**config.mk**
```make
export PLATFORM = sky130hd
export DESIGN_NAME = result_status
export DESIGN_NICKNAME = d
export VERILOG_FILES = /design/src/include/result_status_pkg.sv /design/src/rtl/result_status.sv
export SDC_FILE = /design/constraint.sdc
export NUM_CORES = 1
export LEC_CHECK = 0
export BUFFER_PORTS_ARGS = -buffer_cell sky130_fd_sc_hd__buf_2
export CORE_UTILIZATION = 30
export DETAILED_ROUTE_END_ITERATION = 6
export GPL_TIMING_DRIVEN = 0
export HOLD_SLACK_MARGIN = 0.12
export MAX_ROUTING_LAYER = met4
export PLACE_DENSITY = 0.58
export RECOVER_POWER = 100
export SLEW_MARGIN = 15
export SYNTH_ARGS = -nofsm -noshare
export SYNTH_HDL_FRONTEND = slang
export SYNTH_SLANG_ARGS = --single-unit
```
**constraint.sdc**
```tcl
create_clock -name clk_sys -period 1.49 [get_ports clk_sys]
set_input_delay 0.298 -clock clk_sys [delete_from_list [all_inputs] [get_ports clk_sys]]
set_output_delay 0.298 -clock clk_sys [all_outputs]
set_load 0.02 [all_outputs]
```
**src/include/result_status_pkg.sv**
```systemverilog
// Package for the result-phase status byte block.
// Assumes one 100 MHz controller clock shared with the rest of the core.
package result_status_pkg;

  // ----------------------------------------------------------------
  // Transfer error byte fields
  // ----------------------------------------------------------------
  localparam int TE_END_OF_TRACK = 7;
  localparam int TE_CRC_ANY = 5;
  localparam int TE_SERVICE_LATE = 4;
  localparam int TE_SECTOR_MISSING = 2;
  localparam int TE_WRITE_BLOCKED = 1;
  localparam int TE_ADDR_SYNC = 0;

  // ----------------------------------------------------------------
  // Address mark byte fields
  // ----------------------------------------------------------------
  localparam int AM_TYPE_MISMATCH = 6;
  localparam int AM_PAYLOAD_CRC = 5;
  localparam int AM_TRACK_MISMATCH = 4;
  localparam int AM_BAD_TRACK = 1;
  localparam int AM_PAYLOAD_SYNC = 0;

  // ----------------------------------------------------------------
  // Drive line byte fields
  // ----------------------------------------------------------------
  localparam int DL_WRITE_PROT = 6;
  localparam int DL_ONE_HI = 5;
  localparam int DL_OUTER_TRACK = 4;
  localparam int DL_ONE_LO = 3;
  localparam int DL_HEAD = 2;
  localparam int DL_DRIVE_HI = 1;
  localparam int DL_DRIVE_LO = 0;

  // ----------------------------------------------------------------
  // Values
  // ----------------------------------------------------------------
  localparam logic [7:0] BAD_TRACK_VALUE = 8'hff;
  localparam logic [7:0] LAST_SECTOR_LIMIT = 8'hff;
  localparam logic [7:0] BYTE_ZERO = 8'h00;
  localparam logic [1:0] INDEX_PASS_LIMIT = 2'h2;

  // Result byte selector, in the order the host reads them
  localparam logic [1:0] SEL_TRANSFER = 2'h0;
  localparam logic [1:0] SEL_MARK = 2'h1;
  localparam logic [1:0] SEL_DRIVE = 2'h2;

  // Command classes supplied by the sequencer
  typedef enum logic [2:0] {
    CMD_OTHER = 3'h0,
    CMD_READ_DATA = 3'h1,
    CMD_READ_DELETED = 3'h2,
    CMD_WRITE_DATA = 3'h3,
    CMD_WRITE_DELETED = 3'h4,
    CMD_FORMAT = 3'h5,
    CMD_READ_ID = 3'h6,
    CMD_READ_TRACK = 3'h7
  } cmd_class_type;

  // Forced write-protect configuration
  typedef enum logic [1:0] {
    WP_PIN = 2'h0,
    WP_FORCE_ON = 2'h1,
    WP_FORCE_OFF = 2'h2
  } wp_force_type;

  typedef enum logic [2:0] {
    PH_IDLE = 3'b001,
    PH_EXEC = 3'b010,
    PH_RESULT = 3'b100
  } phase_type;

endpackage

```
**src/rtl/result_status.sv**
```systemverilog
// Result-phase status bytes: transfer errors, address marks, drive lines.
// Assumes the sequencer supplies command class, compare results and strobes
// on clk_sys; drive pins arrive asynchronously and are synchronised here.
`timescale 1ns/100ps

module result_status
  import result_status_pkg::*;
#(
  // Highest sector number; stepping on from it runs off the track
  parameter logic [7:0] FINAL_SECTOR = LAST_SECTOR_LIMIT,
  // Index rise count at which a missing ID mark is flagged
  parameter logic [1:0] INDEX_PASSES = INDEX_PASS_LIMIT
) (
  // Clock and reset
  input wire logic clk_sys,
  input wire logic reset_n,
  // Command flow
  input wire logic cmd_start,
  input wire cmd_class_type cmd_class,
  input wire logic exec_done,
  input wire logic result_done,
  // Sector and track compare
  input wire logic [7:0] sector_number,
  input wire logic sector_step,
  input wire logic [7:0] id_track,
  input wire logic [7:0] internal_track,
  input wire logic id_valid,
  // Error strobes
  input wire logic id_crc_fail,
  input wire logic data_crc_fail,
  input wire logic service_timeout,
  input wire logic sector_not_found,
  input wire logic id_read_fail,
  input wire logic sequence_fail,
  // Address marks
  input wire logic id_sync_seen,
  input wire logic data_mark_seen,
  input wire logic deleted_mark_seen,
  input wire logic data_mark_timeout,
  // Configuration
  input wire logic [1:0] wp_force,
  // Drive lines
  input wire logic write_protect_input,
  input wire logic outer_track_input,
  input wire logic index_pulse_input,
  input wire logic terminal_count_input,
  input wire logic side_select_output,
  input wire logic [1:0] drive_select_output,
  // Data register read port
  input wire logic result_read,
  output logic [7:0] result_data,
  output logic result_valid,
  output logic [7:0] transfer_error_status,
  output logic [7:0] address_mark_status
);

  // ----------------------------------------------------------------
  // State
  // ----------------------------------------------------------------
  typedef struct packed {
    // Pin synchroniser stages
    logic wp_s1;
    logic wp_s2;
    logic t0_s1;
    logic t0_s2;
    logic idx_s1;
    logic idx_s2;
    logic tc_s1;
    logic tc_s2;
    logic idx_prev;
    logic wp_prev;
    logic tc_seen;
    logic [1:0] idx_count;
    phase_type phase;
    logic [1:0] sel;
    logic [7:0] te;
    logic [7:0] am;
    logic [7:0] data;
    logic valid;
  } state_type;

  state_type s_q, s_d;

  // Only the second stage of each synchroniser is read by logic
  logic wp_sync, t0_sync, idx_sync, tc_sync;
  assign wp_sync = s_q.wp_s2;
  assign t0_sync = s_q.t0_s2;
  assign idx_sync = s_q.idx_s2;
  assign tc_sync = s_q.tc_s2;

  // ----------------------------------------------------------------
  // Helpers
  // ----------------------------------------------------------------
  function automatic logic is_write_cmd(input cmd_class_type c);
    return (c == CMD_WRITE_DATA) || (c == CMD_WRITE_DELETED) || (c == CMD_FORMAT);
  endfunction

  function automatic logic is_data_cmd(input cmd_class_type c);
    return (c == CMD_READ_DATA) || (c == CMD_READ_DELETED) ||
           (c == CMD_WRITE_DATA) || (c == CMD_WRITE_DELETED);
  endfunction

  // Forced settings override the pin either way
  function automatic logic wp_effective(input logic pin, input logic [1:0] f);
    case (f)
      WP_FORCE_ON: return 1'b1;
      WP_FORCE_OFF: return 1'b0;
      default: return pin;
    endcase
  endfunction

  function automatic logic [7:0] drive_byte(input logic wp, input logic t0,
                                            input logic hd, input logic [1:0] ds);
    logic [7:0] b;
    b = BYTE_ZERO;
    b[DL_WRITE_PROT] = wp;
    b[DL_ONE_HI] = 1'b1;
    b[DL_OUTER_TRACK] = t0;
    b[DL_ONE_LO] = 1'b1;
    b[DL_HEAD] = hd;
    b[DL_DRIVE_HI] = ds[1];
    b[DL_DRIVE_LO] = ds[0];
    return b;
  endfunction

  function automatic logic is_read_cmd(input cmd_class_type c);
    return (c == CMD_READ_DATA) || (c == CMD_READ_DELETED);
  endfunction

  // Each not-found case only counts for its own command
  function automatic logic missing_event(input cmd_class_type c, input logic sector_nf,
                                         input logic id_fail, input logic seq_fail);
    logic hit;
    hit = sector_nf && is_read_cmd(c);
    hit = hit || (id_fail && (c == CMD_READ_ID));
    hit = hit || (seq_fail && (c == CMD_READ_TRACK));
    return hit;
  endfunction

  // Deleted mark on a plain read, or plain mark on a deleted read
  function automatic logic mark_mismatch(input cmd_class_type c, input logic plain,
                                         input logic deleted);
    return ((c == CMD_READ_DATA) && deleted) || ((c == CMD_READ_DELETED) && plain);
  endfunction

  // Selector walks transfer, mark, drive and then parks on the live drive byte
  function automatic logic [1:0] next_sel(input logic [1:0] sel);
    logic [1:0] n;
    n = sel;
    if (sel != SEL_DRIVE) begin
      n = sel + 2'h1;
    end
    return n;
  endfunction

  // Nothing leaks onto the data register outside the result phase
  function automatic logic [7:0] result_byte(input logic show, input logic [1:0] sel,
                                             input logic [7:0] te, input logic [7:0] am,
                                             input logic [7:0] dl);
    logic [7:0] b;
    case (sel)
      SEL_TRANSFER: b = te;
      SEL_MARK: b = am;
      default: b = dl;
    endcase
    if (!show) begin
      b = BYTE_ZERO;
    end
    return b;
  endfunction

  // ----------------------------------------------------------------
  // Next state
  // ----------------------------------------------------------------
  always_comb begin
    logic wp_eff;
    logic idx_rise;
    logic start_ok;
    logic capture;
    logic [7:0] dl_byte;
    wp_eff = 1'b0;
    idx_rise = 1'b0;
    start_ok = 1'b0;
    capture = 1'b0;
    dl_byte = BYTE_ZERO;
    s_d = s_q;

    // --------------------------------------------------------------
    // Pin synchronisers and edge history
    // --------------------------------------------------------------
    s_d.wp_s1 = write_protect_input;
    s_d.wp_s2 = s_q.wp_s1;
    s_d.t0_s1 = outer_track_input;
    s_d.t0_s2 = s_q.t0_s1;
    s_d.idx_s1 = index_pulse_input;
    s_d.idx_s2 = s_q.idx_s1;
    s_d.tc_s1 = terminal_count_input;
    s_d.tc_s2 = s_q.tc_s1;
    s_d.idx_prev = idx_sync;
    wp_eff = wp_effective(wp_sync, wp_force);
    s_d.wp_prev = wp_eff;
    idx_rise = idx_sync && !s_q.idx_prev;

    // --------------------------------------------------------------
    // Phase sequencing
    // --------------------------------------------------------------
    // Start is only taken from idle, so a stray one cannot wipe live errors
    start_ok = cmd_start && (s_q.phase == PH_IDLE);
    capture = (s_q.phase == PH_EXEC);
    case (s_q.phase)
      PH_IDLE: begin
        if (start_ok) begin
          s_d.phase = PH_EXEC;
        end
      end
      PH_EXEC: begin
        if (exec_done) begin
          s_d.phase = PH_RESULT;
          s_d.sel = SEL_TRANSFER;
        end
      end
      PH_RESULT: begin
        if (result_done) begin
          s_d.phase = PH_IDLE;
        end else if (result_read) begin
          s_d.sel = next_sel(s_q.sel);
        end
      end
      default: s_d.phase = PH_IDLE;
    endcase

    // --------------------------------------------------------------
    // Transfer error capture
    // --------------------------------------------------------------
    // New command clears, so stale errors never leak
    if (start_ok) begin
      s_d.te = BYTE_ZERO;
      s_d.tc_seen = 1'b0;
      s_d.idx_count = 2'h0;
    end else if (capture) begin
      if (tc_sync) begin
        s_d.tc_seen = 1'b1;
      end
      if (sector_step && sector_number == FINAL_SECTOR) begin
        s_d.te[TE_END_OF_TRACK] = 1'b1;
      end
      if (exec_done && is_data_cmd(cmd_class) && !s_q.tc_seen && !tc_sync) begin
        s_d.te[TE_END_OF_TRACK] = 1'b1;
      end
      if (id_crc_fail || data_crc_fail) begin
        s_d.te[TE_CRC_ANY] = 1'b1;
      end
      if (service_timeout) begin
        s_d.te[TE_SERVICE_LATE] = 1'b1;
      end
      if (missing_event(cmd_class, sector_not_found, id_read_fail, sequence_fail)) begin
        s_d.te[TE_SECTOR_MISSING] = 1'b1;
      end
      if (is_write_cmd(cmd_class) && wp_eff && !s_q.wp_prev) begin
        s_d.te[TE_WRITE_BLOCKED] = 1'b1;
      end
      if (id_sync_seen) begin
        s_d.idx_count = 2'h0;
      end else if (idx_rise && s_q.idx_count != INDEX_PASSES) begin
        s_d.idx_count = s_q.idx_count + 2'h1;
      end
      if (!id_sync_seen && idx_rise && s_q.idx_count + 2'h1 == INDEX_PASSES) begin
        s_d.te[TE_ADDR_SYNC] = 1'b1;
      end
      if (data_mark_timeout) begin
        s_d.te[TE_ADDR_SYNC] = 1'b1;
      end
    end

    // --------------------------------------------------------------
    // Address mark capture
    // --------------------------------------------------------------
    if (start_ok) begin
      s_d.am = BYTE_ZERO;
    end else if (capture) begin
      if (data_mark_timeout) begin
        s_d.am[AM_PAYLOAD_SYNC] = 1'b1;
      end
      if (mark_mismatch(cmd_class, data_mark_seen, deleted_mark_seen)) begin
        s_d.am[AM_TYPE_MISMATCH] = 1'b1;
      end
      if (data_crc_fail) begin
        s_d.am[AM_PAYLOAD_CRC] = 1'b1;
      end
      if (id_valid && id_track != internal_track) begin
        s_d.am[AM_TRACK_MISMATCH] = 1'b1;
        if (id_track == BAD_TRACK_VALUE) begin
          s_d.am[AM_BAD_TRACK] = 1'b1;
        end
      end
    end

    // --------------------------------------------------------------
    // Result byte view
    // --------------------------------------------------------------
    // Drive byte follows the pins live; the error bytes are frozen by now
    s_d.valid = (s_d.phase == PH_RESULT);
    dl_byte = drive_byte(wp_eff, t0_sync, side_select_output, drive_select_output);
    s_d.data = result_byte(s_d.valid, s_d.sel, s_d.te, s_d.am, dl_byte);
  end

  // ----------------------------------------------------------------
  // Registers
  // ----------------------------------------------------------------
  always_ff @(posedge clk_sys or negedge reset_n) begin
    if (!reset_n) begin
      s_q <= '{phase: PH_IDLE, default: '0};
    end else begin
      s_q <= s_d;
    end
  end

  assign result_data = s_q.data;
  assign result_valid = s_q.valid;
  assign transfer_error_status = s_q.te;
  assign address_mark_status = s_q.am;

endmodule // result_status

```
==> impl_metrics.env, run 1 <==
export IMPL_r2r_end="result_data[1]"
export IMPL_area_growth_pct=40.3
export IMPL_clkTransAtPathRegs_ns=0.09
export IMPL_hpwl_um=3530
export IMPL_gr_usage_all_layers_pct=15.0
export IMPL_fin_setup_tns_ns=-1.61
export IMPL_overflow=0
export IMPL_cts_tree="built"
export IMPL_p_per_area_nw_per_um2=1300
export IMPL_reg2reg_from="s_q[28]"
export IMPL_synth_largest_area_cell="dfrtp_1"
export IMPL_final_fill_count=678
export IMPL_fin_ws_ns=-0.207
export IMPL_dieArea_um2=7500
export IMPL_final_layout_size_suffix_gt1_share_pct=42.9
export IMPL_synth_edff_count=0
export IMPL_crit_path_cell_trace="nand4bb_4 -> a21o_1 -> a22oi_4 -> inv_2 -> o211ai_2 -> o22ai_1"
export IMPL_grt_max_degree=44
export IMPL_p_sw_mw=1.30
export IMPL_hp_class="in2async"
export IMPL_dr_wl_met3_um=212
export IMPL_max_freq_mhz=589
export IMPL_holdWs_ns=0.199
export IMPL_clk_latency_ns=0.29
export IMPL_slew_headroom_pct=27.5
export IMPL_peakVddDrop_uv=816
export IMPL_wl_per_cell_um=12.7
export IMPL_port_buffer_count=77
export IMPL_htreeDepth=2
export IMPL_coreArea_um2=6870
export IMPL_p_comb_share_pct=39.1
export IMPL_synth_avg_cell_area_um2=10.6
export IMPL_synth_warnings=0
export IMPL_nets=365
export IMPL_num_rows=30
export IMPL_power_share_sequential_pct=37.8
export IMPL_post_route_drc_count=0
export IMPL_start_util_pct=31.3
export IMPL_post_layout_nonfiller_instances=404
export IMPL_critPathMaxStageDelay_ns=0.46
export IMPL_swShare_pct=33.4
export IMPL_antenna_found_initial=0
export IMPL_die_x_um=86.6
export IMPL_rsz0062_at_grt="yes"
export IMPL_ant_nets=0
export IMPL_drt_iter0_drc=87
export IMPL_placed_cell_area_um2=2670
export IMPL_synth_common_cells="42 x dfrtp_1, 25 x buf_4, 18 x a21oi_1"
export IMPL_required_ns=1.65
export IMPL_synth_seq_area_share_pct=50.1
export IMPL_dr_max_layer_used="met4"
export IMPL_root_buffer="clkbuf_8"
export IMPL_finalHoldViolCount=0
export IMPL_syn_cell_area_um2=2150
export IMPL_ys_flop_type="dfrtp_1"
export IMPL_status="complete, but fails checks"
export IMPL_rrSetupSlack_ns=-0.21
export IMPL_cts_path_max_buffers=2
export IMPL_end_kind="flip-flop"
export IMPL_rr_worst_depth=6
export IMPL_path_buf_inv=1
export IMPL_worst_slew_pin_slew_ns=1.09
export IMPL_n_antenna_cell=0
export IMPL_internal_power_mw=2.60
export IMPL_drt_met1_wl_um=2390
export IMPL_dp_slack_ns=-0.404
export IMPL_async_reset_ff_share_pct=100
export IMPL_cp_data_arrival_time_ns=1.86
export IMPL_io_pins=79
export IMPL_firstDrtPassIters=4
export IMPL_crit_type="reg2reg"
export IMPL_synth_seq_cells=43
export IMPL_gp_congestion=0.739
export IMPL_yosysUniqueCellTypes=48
export IMPL_synth_most_common_cell="dfrtp_1"
export IMPL_cts_sinks=43
export IMPL_yosys_top_cells_area="dfrtp_1 49%, buf_4 8.7%, a21oi_1 4.2%"
export IMPL_path_delay_family="compound AO/OA/AOI/OAI gates"
export IMPL_p_total_mw=3.91
export IMPL_cts_made_buffers=5
export IMPL_period_share_pct=114
export IMPL_design_area_um2=3010
export IMPL_num_vias=1811
export IMPL_drv_cap=0
export IMPL_netlist_instances=203
export IMPL_wirelength_um=5140
export IMPL_finalSetupViolCount=11
export IMPL_slowest_stage="dfrtp_2"
export IMPL_clock_power_share_pct=23.1
export IMPL_drv_slew=0
export IMPL_start_kind="flip-flop"
export IMPL_fin_skew_ns=0.00853
export IMPL_synth_top_area_share_pct=48.9
export IMPL_path_max_fanout=7
export IMPL_met2_length_um=2530
export IMPL_syn_nets=261
export IMPL_fin_util_pct=43.9
export IMPL_power_leakage_nw=1.40
export IMPL_grt_pass1_wl_um=8510
export IMPL_grt_pass1_vias=1802
export IMPL_fin_crit_ns=1.70
export IMPL_placedCellCount=376
export IMPL_via_per_inst=4.48
export IMPL_die_y_um=86.6
export IMPL_failed_checks="negative setup slack"
logic make-up after synthesis:
kind of cell    synth area share, %
compound gates                 14.2
flops                          50.1
mux                            1.98
xor+xnor                       3.67
simple gates                   15.6
buf+inv                        12.1
fa+ha+maj                      2.33
worst max-delay path by stage:
stage               slack (ns)  cells after the start    start              to
global placement         -0.39                      6  s_q[27]  result_data[5]
global route             -0.29                      7  s_q[29]  result_data[2]
detailed placement       -0.40                      6  s_q[27]  result_data[5]
floorplan                -0.07                      6  s_q[29]  result_data[1]
finish                   -0.21                      6  s_q[28]  result_data[1]
CTS                      -0.21                      6  s_q[28]  result_data[1]
flip-flops by register name (all words and copies together), names as in the netlist:
signal and cells:
s_q 10, address_mark_status 8, result_data 8, transfer_error_status 8
s_d 4, idx_sync 1, result_valid 1, t0_sync 1
tc_sync 1, wp_sync 1
power by group through the flow:
stage               registers, mW  logic, mW  clock network, mW
floorplan                    1.47      0.828                  0
global placement             1.50       1.17                  0
detailed placement           1.49       1.18                  0
CTS                          1.47       1.49              0.919
global route                 1.50       1.66              0.975
finish                       1.48       1.53              0.903
cell type report:
class                           instances  area, um2  area share (%)
Clock inverter                          2       37.5            1.25
Sequential cell                        43       1080            35.8
Clock buffer                            6       72.6            2.41
Timing Repair Buffer                   97        559            18.6
Buffer                                 30        224            7.43
Inverter                               11       41.3            1.37
Tap cell                               96        120            3.99
Multi-Input combinational cell        119        880            29.2
what timing repair did:
action,CTS,global route
endpoints found under the hold margin,4,0
setup buffers,12,4
resized for setup,13,10
cloned,0,0
endpoints found under the setup margin,21,17
pin swaps,5,3
hold buffers,4,0
cells in the final DEF, fill, tap and decap left out, types with 3 or more instances in the layout:
cell and instances:
dlygate4sd3_1 4, nand3b_1 5, or3_1 3, a21oi_2 4, buf_4 36, inv_1 9, a21oi_1 14, buf_12 3
buf_2 52, o21ai_0 5, dfrtp_1 40, xor2_1 9, clkbuf_1 27, nor2_1 9, and2_0 3, nand4_1 5
nand2_1 13, nand3_1 4, clkbuf_8 5, ha_1 4, buf_6 4
routing by layer:
| metal | track usage [%] | vias up |
|---|---|---|
| li1 | - | 893 |
| met4 | 2.12 | 0 |
| met2 | 23.8 | 51 |
| met5 | - | - |
| met1 | 20.1 | 865 |
| met3 | 3.24 | 2 |
Note: power is estimated with default switching activity, not from simulation.
==> inputs of run 2 (changes only) <==
--- a/config.mk
+++ b/config.mk
@@ -10,8 +10,7 @@
 export DETAILED_ROUTE_END_ITERATION = 6
 export GPL_TIMING_DRIVEN = 0
 export HOLD_SLACK_MARGIN = 0.12
-export MAX_ROUTING_LAYER = met4
-export PLACE_DENSITY = 0.58
+export PLACE_DENSITY = 0.67
 export RECOVER_POWER = 100
 export SLEW_MARGIN = 15
 export SYNTH_ARGS = -nofsm -noshare
==> impl_metrics.env, run 2 (synthesis gave the netlist of run 1 again) <==
export IMPL_status="complete, but fails checks"
export IMPL_failed_checks="negative setup slack"
export IMPL_hp_class="in2async"
export IMPL_rrSetupSlack_ns=-0.21
export IMPL_via_per_inst=4.49
export IMPL_cts_path_max_buffers=2
export IMPL_rr_worst_depth=7
export IMPL_dieArea_um2=7500
export IMPL_cp_data_arrival_time_ns=1.88
export IMPL_grt_pass1_vias=1873
export IMPL_nets=364
export IMPL_layout_common_cells="74 x buf_2, 40 x dfrtp_1, 34 x buf_4"
export IMPL_cts_sinks=43
export IMPL_wirelength_um=5120
export IMPL_finalHoldViolCount=0
export IMPL_htreeDepth=2
export IMPL_largest_reg_flops=10
export IMPL_dp_slack_ns=-0.355
export IMPL_io_pins=79
export IMPL_rsz0062_at_grt="yes"
export IMPL_slew_headroom_pct=29.8
export IMPL_worst_slew_pin_slew_ns=1.05
export IMPL_crit_path_end="result_data[3]"
export IMPL_cts_tree="built"
export IMPL_required_ns=1.67
export IMPL_final_layout_size_suffix_gt1_share_pct=48.9
export IMPL_grt_pass1_wl_um=8210
export IMPL_start_kind="flip-flop"
export IMPL_max_freq_mhz=588
export IMPL_num_vias=1809
export IMPL_fin_skew_ns=0.00248
export IMPL_hpwl_um=3550
export IMPL_clk_latency_ns=0.29
export IMPL_area_growth_pct=41.2
export IMPL_end_kind="flip-flop"
export IMPL_gr_usage_all_layers_pct=14.1
export IMPL_final_common_cell="buf_2"
export IMPL_period_share_pct=114
export IMPL_p_total_mw=3.80
export IMPL_coreArea_um2=6870
export IMPL_wl_per_cell_um=12.7
export IMPL_drv_slew=0
export IMPL_die_y_um=86.6
export IMPL_finalSetupViolCount=11
export IMPL_reg2reg_from="s_q[29]"
export IMPL_crit_path_start="s_q[29]"
export IMPL_firstDrtPassIters=4
export IMPL_gp_congestion=0.710
export IMPL_largest_register="s_q"
export IMPL_fin_ws_ns=-0.210
export IMPL_post_route_drc_count=0
export IMPL_clkTransAtPathRegs_ns=0.08
export IMPL_drv_cap=0
export IMPL_cts_made_buffers=5
export IMPL_die_x_um=86.6
export IMPL_start_util_pct=31.3
export IMPL_path_max_fanout=5
export IMPL_p_per_area_nw_per_um2=1250
export IMPL_power_leakage_nw=1.49
export IMPL_peakVddDrop_uv=1000
export IMPL_num_rows=30
export IMPL_antenna_found_initial=0
export IMPL_grt_max_degree=44
export IMPL_drt_iter0_drc=43
export IMPL_fin_crit_ns=1.70
export IMPL_overflow=0
export IMPL_n_antenna_cell=0
export IMPL_holdWs_ns=0.184
export IMPL_root_buffer="clkbuf_8"
export IMPL_crit_type="reg2reg"
export IMPL_port_buffer_count=77
export IMPL_ant_nets=0
export IMPL_r2r_end="result_data[3]"
-- run 2: worst min-delay path by stage --
stage | from | end | cells past startpoint
after CTS | write_protect_input | s_d[41] | 1
final | reset_n | s_d[39] | 1
after global placement | s_d[39] | t0_sync | 0
after detailed placement | s_d[37] | idx_sync | 0
after global routing | exec_done | s_q[28] | 2
after floorplan | reset_n | address_mark_status[0] | 0
-- run 2: critical path, cell delays in order (launching register included) --
cell and delay (ns):
dfrtp_2 0.43, buf_12 0.12, nand4bb_4 0.12, a21o_1 0.24, a22oi_4 0.24, buf_6 0.16, mux2i_2 0.22, a21boi_2 0.07
-- run 2: metal layers --
layer / routed length [um] / global-route usage [%] / share of wire [%] / vias to the layer above
li1: - / - / - / 884
met2: 2490 / 24.5 / 49 / 57
met3: 244 / 3.05 / 4.8 / 9
met4: 51 / 3.48 / 1.0 / 0
met5: 0 / 0 / 0 / -
met1: 2340 / 17.9 / 46 / 859
-- run 2: what timing repair did --
item	in CTS	in global routing
pin swaps	4	6
setup endpoints to repair	20	19
hold buffers	3	1
gates resized for setup	14	8
buffers inserted	13	2
hold endpoints to repair	3	1
-- run 2: area by class of cell --
cell class,count,area (um2)
fill,679,3830
tap,96,120
timing repair buffer,96,576
sequential,43,1080
clock buffer,8,100
inverter,11,41.3
buffer,30,236
multi-input combinational,119,881
-- run 2: power by group --
| group | switching, mW | internal [mW] |
|---|---|---|
| registers | 0.110 | 1.35 |
| logic | 0.785 | 0.745 |
| clock network | 0.383 | 0.423 |
-- run 2: metrics by stage --
stage | utilization, % | TNS (ns) | cell area (um2) | cells
2_1_floorplan | - | -0.235 | 2160 | 203
3_3_place_gp | 38.9 | -3.19 | 2670 | 376
3_5_place_dp | 38.9 | -3.25 | 2670 | 376
4_1_cts | 43.0 | -1.65 | 2960 | 400
6_report | 44.2 | -1.62 | 3030 | 403
5_1_grt | 44.2 | -2.51 | 3030 | 403
==> inputs of run 3 (changes only) <==
--- a/config.mk
+++ b/config.mk
@@ -12,6 +12,7 @@
 export HOLD_SLACK_MARGIN = 0.12
 export PLACE_DENSITY = 0.67
 export RECOVER_POWER = 100
+export SKIP_LAST_GASP = 1
 export SLEW_MARGIN = 15
 export SYNTH_ARGS = -nofsm -noshare
 export SYNTH_HDL_FRONTEND = slang
==> impl_metrics.env, run 3 (synthesis gave the netlist of run 1 again) <==
export IMPL_grt_max_degree=44
export IMPL_rrSetupSlack_ns=-0.21
export IMPL_die_x_um=86.6
export IMPL_placed_cell_area_um2=2670
export IMPL_wirelength_um=5360
export IMPL_via_per_inst=4.50
export IMPL_hp_class="in2async"
export IMPL_status="complete, but fails checks"
export IMPL_grt_pass1_vias=1862
export IMPL_fin_skew_ns=0.00458
export IMPL_layout_common_cells="52 x buf_2, 40 x dfrtp_1, 35 x buf_4"
export IMPL_required_ns=1.67
export IMPL_holdWs_ns=0.192
export IMPL_design_area_um2=3100
export IMPL_cts_made_buffers=5
export IMPL_num_vias=1844
export IMPL_largest_register="s_q"
export IMPL_p_total_mw=3.96
export IMPL_final_layout_size_suffix_gt1_share_pct=43.6
export IMPL_critPathMaxStageDelay_ns=0.43
export IMPL_power_leakage_nw=1.43
export IMPL_grt_pass1_wl_um=8250
export IMPL_fin_ws_ns=-0.208
export IMPL_htreeDepth=2
export IMPL_firstDrtPassIters=4
export IMPL_worst_slew_pin_slew_ns=1.07
export IMPL_slew_headroom_pct=28.9
export IMPL_die_y_um=86.6
export IMPL_crit_type="reg2reg"
export IMPL_fin_setup_tns_ns=-1.60
export IMPL_n_antenna_cell=0
export IMPL_gp_congestion=0.710
export IMPL_finalHoldViolCount=0
export IMPL_final_common_cell="buf_2"
export IMPL_start_util_pct=31.3
export IMPL_path_max_fanout=5
export IMPL_cts_tree="built"
export IMPL_nets=371
export IMPL_slowest_stage="dfrtp_2"
export IMPL_failed_checks="negative setup slack"
export IMPL_rsz0062_at_grt="yes"
export IMPL_crit_path_cell_trace="buf_12 -> nand4bb_4 -> a21o_1 -> a22oi_4 -> buf_6 -> mux2i_2 -> a21boi_2"
export IMPL_p_per_area_nw_per_um2=1280
export IMPL_drt_iter0_drc=86
export IMPL_overflow=0
export IMPL_root_buffer="clkbuf_8"
export IMPL_cp_data_arrival_time_ns=1.88
export IMPL_cts_sinks=43
export IMPL_gr_usage_all_layers_pct=14.2
export IMPL_max_freq_mhz=589
export IMPL_ant_nets=0
export IMPL_coreArea_um2=6870
export IMPL_dieArea_um2=7500
export IMPL_drv_cap=0
export IMPL_io_pins=79
export IMPL_clkTransAtPathRegs_ns=0.08
export IMPL_start_kind="flip-flop"
export IMPL_r2r_end="result_data[3]"
export IMPL_largest_reg_flops=10
export IMPL_final_fill_count=685
export IMPL_post_route_drc_count=0
export IMPL_end_kind="flip-flop"
export IMPL_area_growth_pct=44.5
export IMPL_fin_crit_ns=1.70
export IMPL_finalSetupViolCount=11
export IMPL_period_share_pct=114
export IMPL_drv_slew=0
export IMPL_hpwl_um=3550
export IMPL_peakVddDrop_uv=988
export IMPL_antenna_found_initial=0
export IMPL_clk_latency_ns=0.29
export IMPL_reg2reg_from="s_q[29]"
export IMPL_wl_per_cell_um=13.1
export IMPL_dp_slack_ns=-0.355
export IMPL_num_rows=30
export IMPL_port_buffer_count=77
export IMPL_cts_path_max_buffers=2
export IMPL_rr_worst_depth=7
-- run 3: worst max path at each step --
stage	cells past startpoint	slack [ns]	startpoint	endpoint
6_report	7	-0.21	s_q[29]	result_data[3]
5_1_grt	7	-0.28	s_q[29]	result_data[3]
4_1_cts	7	-0.22	s_q[29]	result_data[3]
3_5_place_dp	6	-0.35	s_q[27]	result_data[1]
3_3_place_gp	6	-0.35	s_q[29]	result_data[1]
2_1_floorplan	6	-0.07	s_q[29]	result_data[1]
-- run 3: stage by stage --
| stage | instances | util, % |
|---|---|---|
| floorplan | 203 | - |
| global placement | 376 | 38.9 |
| detailed placement | 376 | 38.9 |
| CTS | 400 | 43.0 |
| global route | 410 | 45.2 |
| finish | 410 | 45.2 |
-- run 3: cell type report --
type | count | area, um2 | share of cell area, %
clock buffer | 8 | 100 | 3.22
inverter | 11 | 41.3 | 1.33
multi-input combinational | 119 | 893 | 28.8
tap | 96 | 120 | 3.87
sequential | 43 | 1080 | 34.8
buffer | 30 | 248 | 7.98
timing repair buffer | 103 | 622 | 20.0
-- run 3: metal layers --
metal	vias to the layer above	global-route usage [%]	part of all wire, %
met5	-	0	0
met2	60	24.6	48
met4	0	3.48	1.4
li1	896	-	-
met3	9	3.05	4.3
met1	879	18.1	46
-- run 3: report_power, final --
part | switching, mW | internal, mW
clock network | 0.382 | 0.423
registers | 0.113 | 1.35
logic | 0.837 | 0.853
total | 1.33 | 2.63
-- run 3: repair_timing --
item / 4_1_cts / 5_1_grt
resized for setup: 13 / 17
endpoints found under the setup margin: 20 / 19
hold buffers: 3 / 1
gates cloned: 0 / 1
buffers inserted: 13 / 8
pin swaps: 4 / 9
endpoints found under the hold margin: 3 / 1
-- run 3: critical path: cells and delay by family (launching register included) --
family	cells	cell delay, ns
simple gates	1	0.12
buf+inv	2	0.28
compound gates	3	0.55
flops	1	0.43
mux	1	0.22
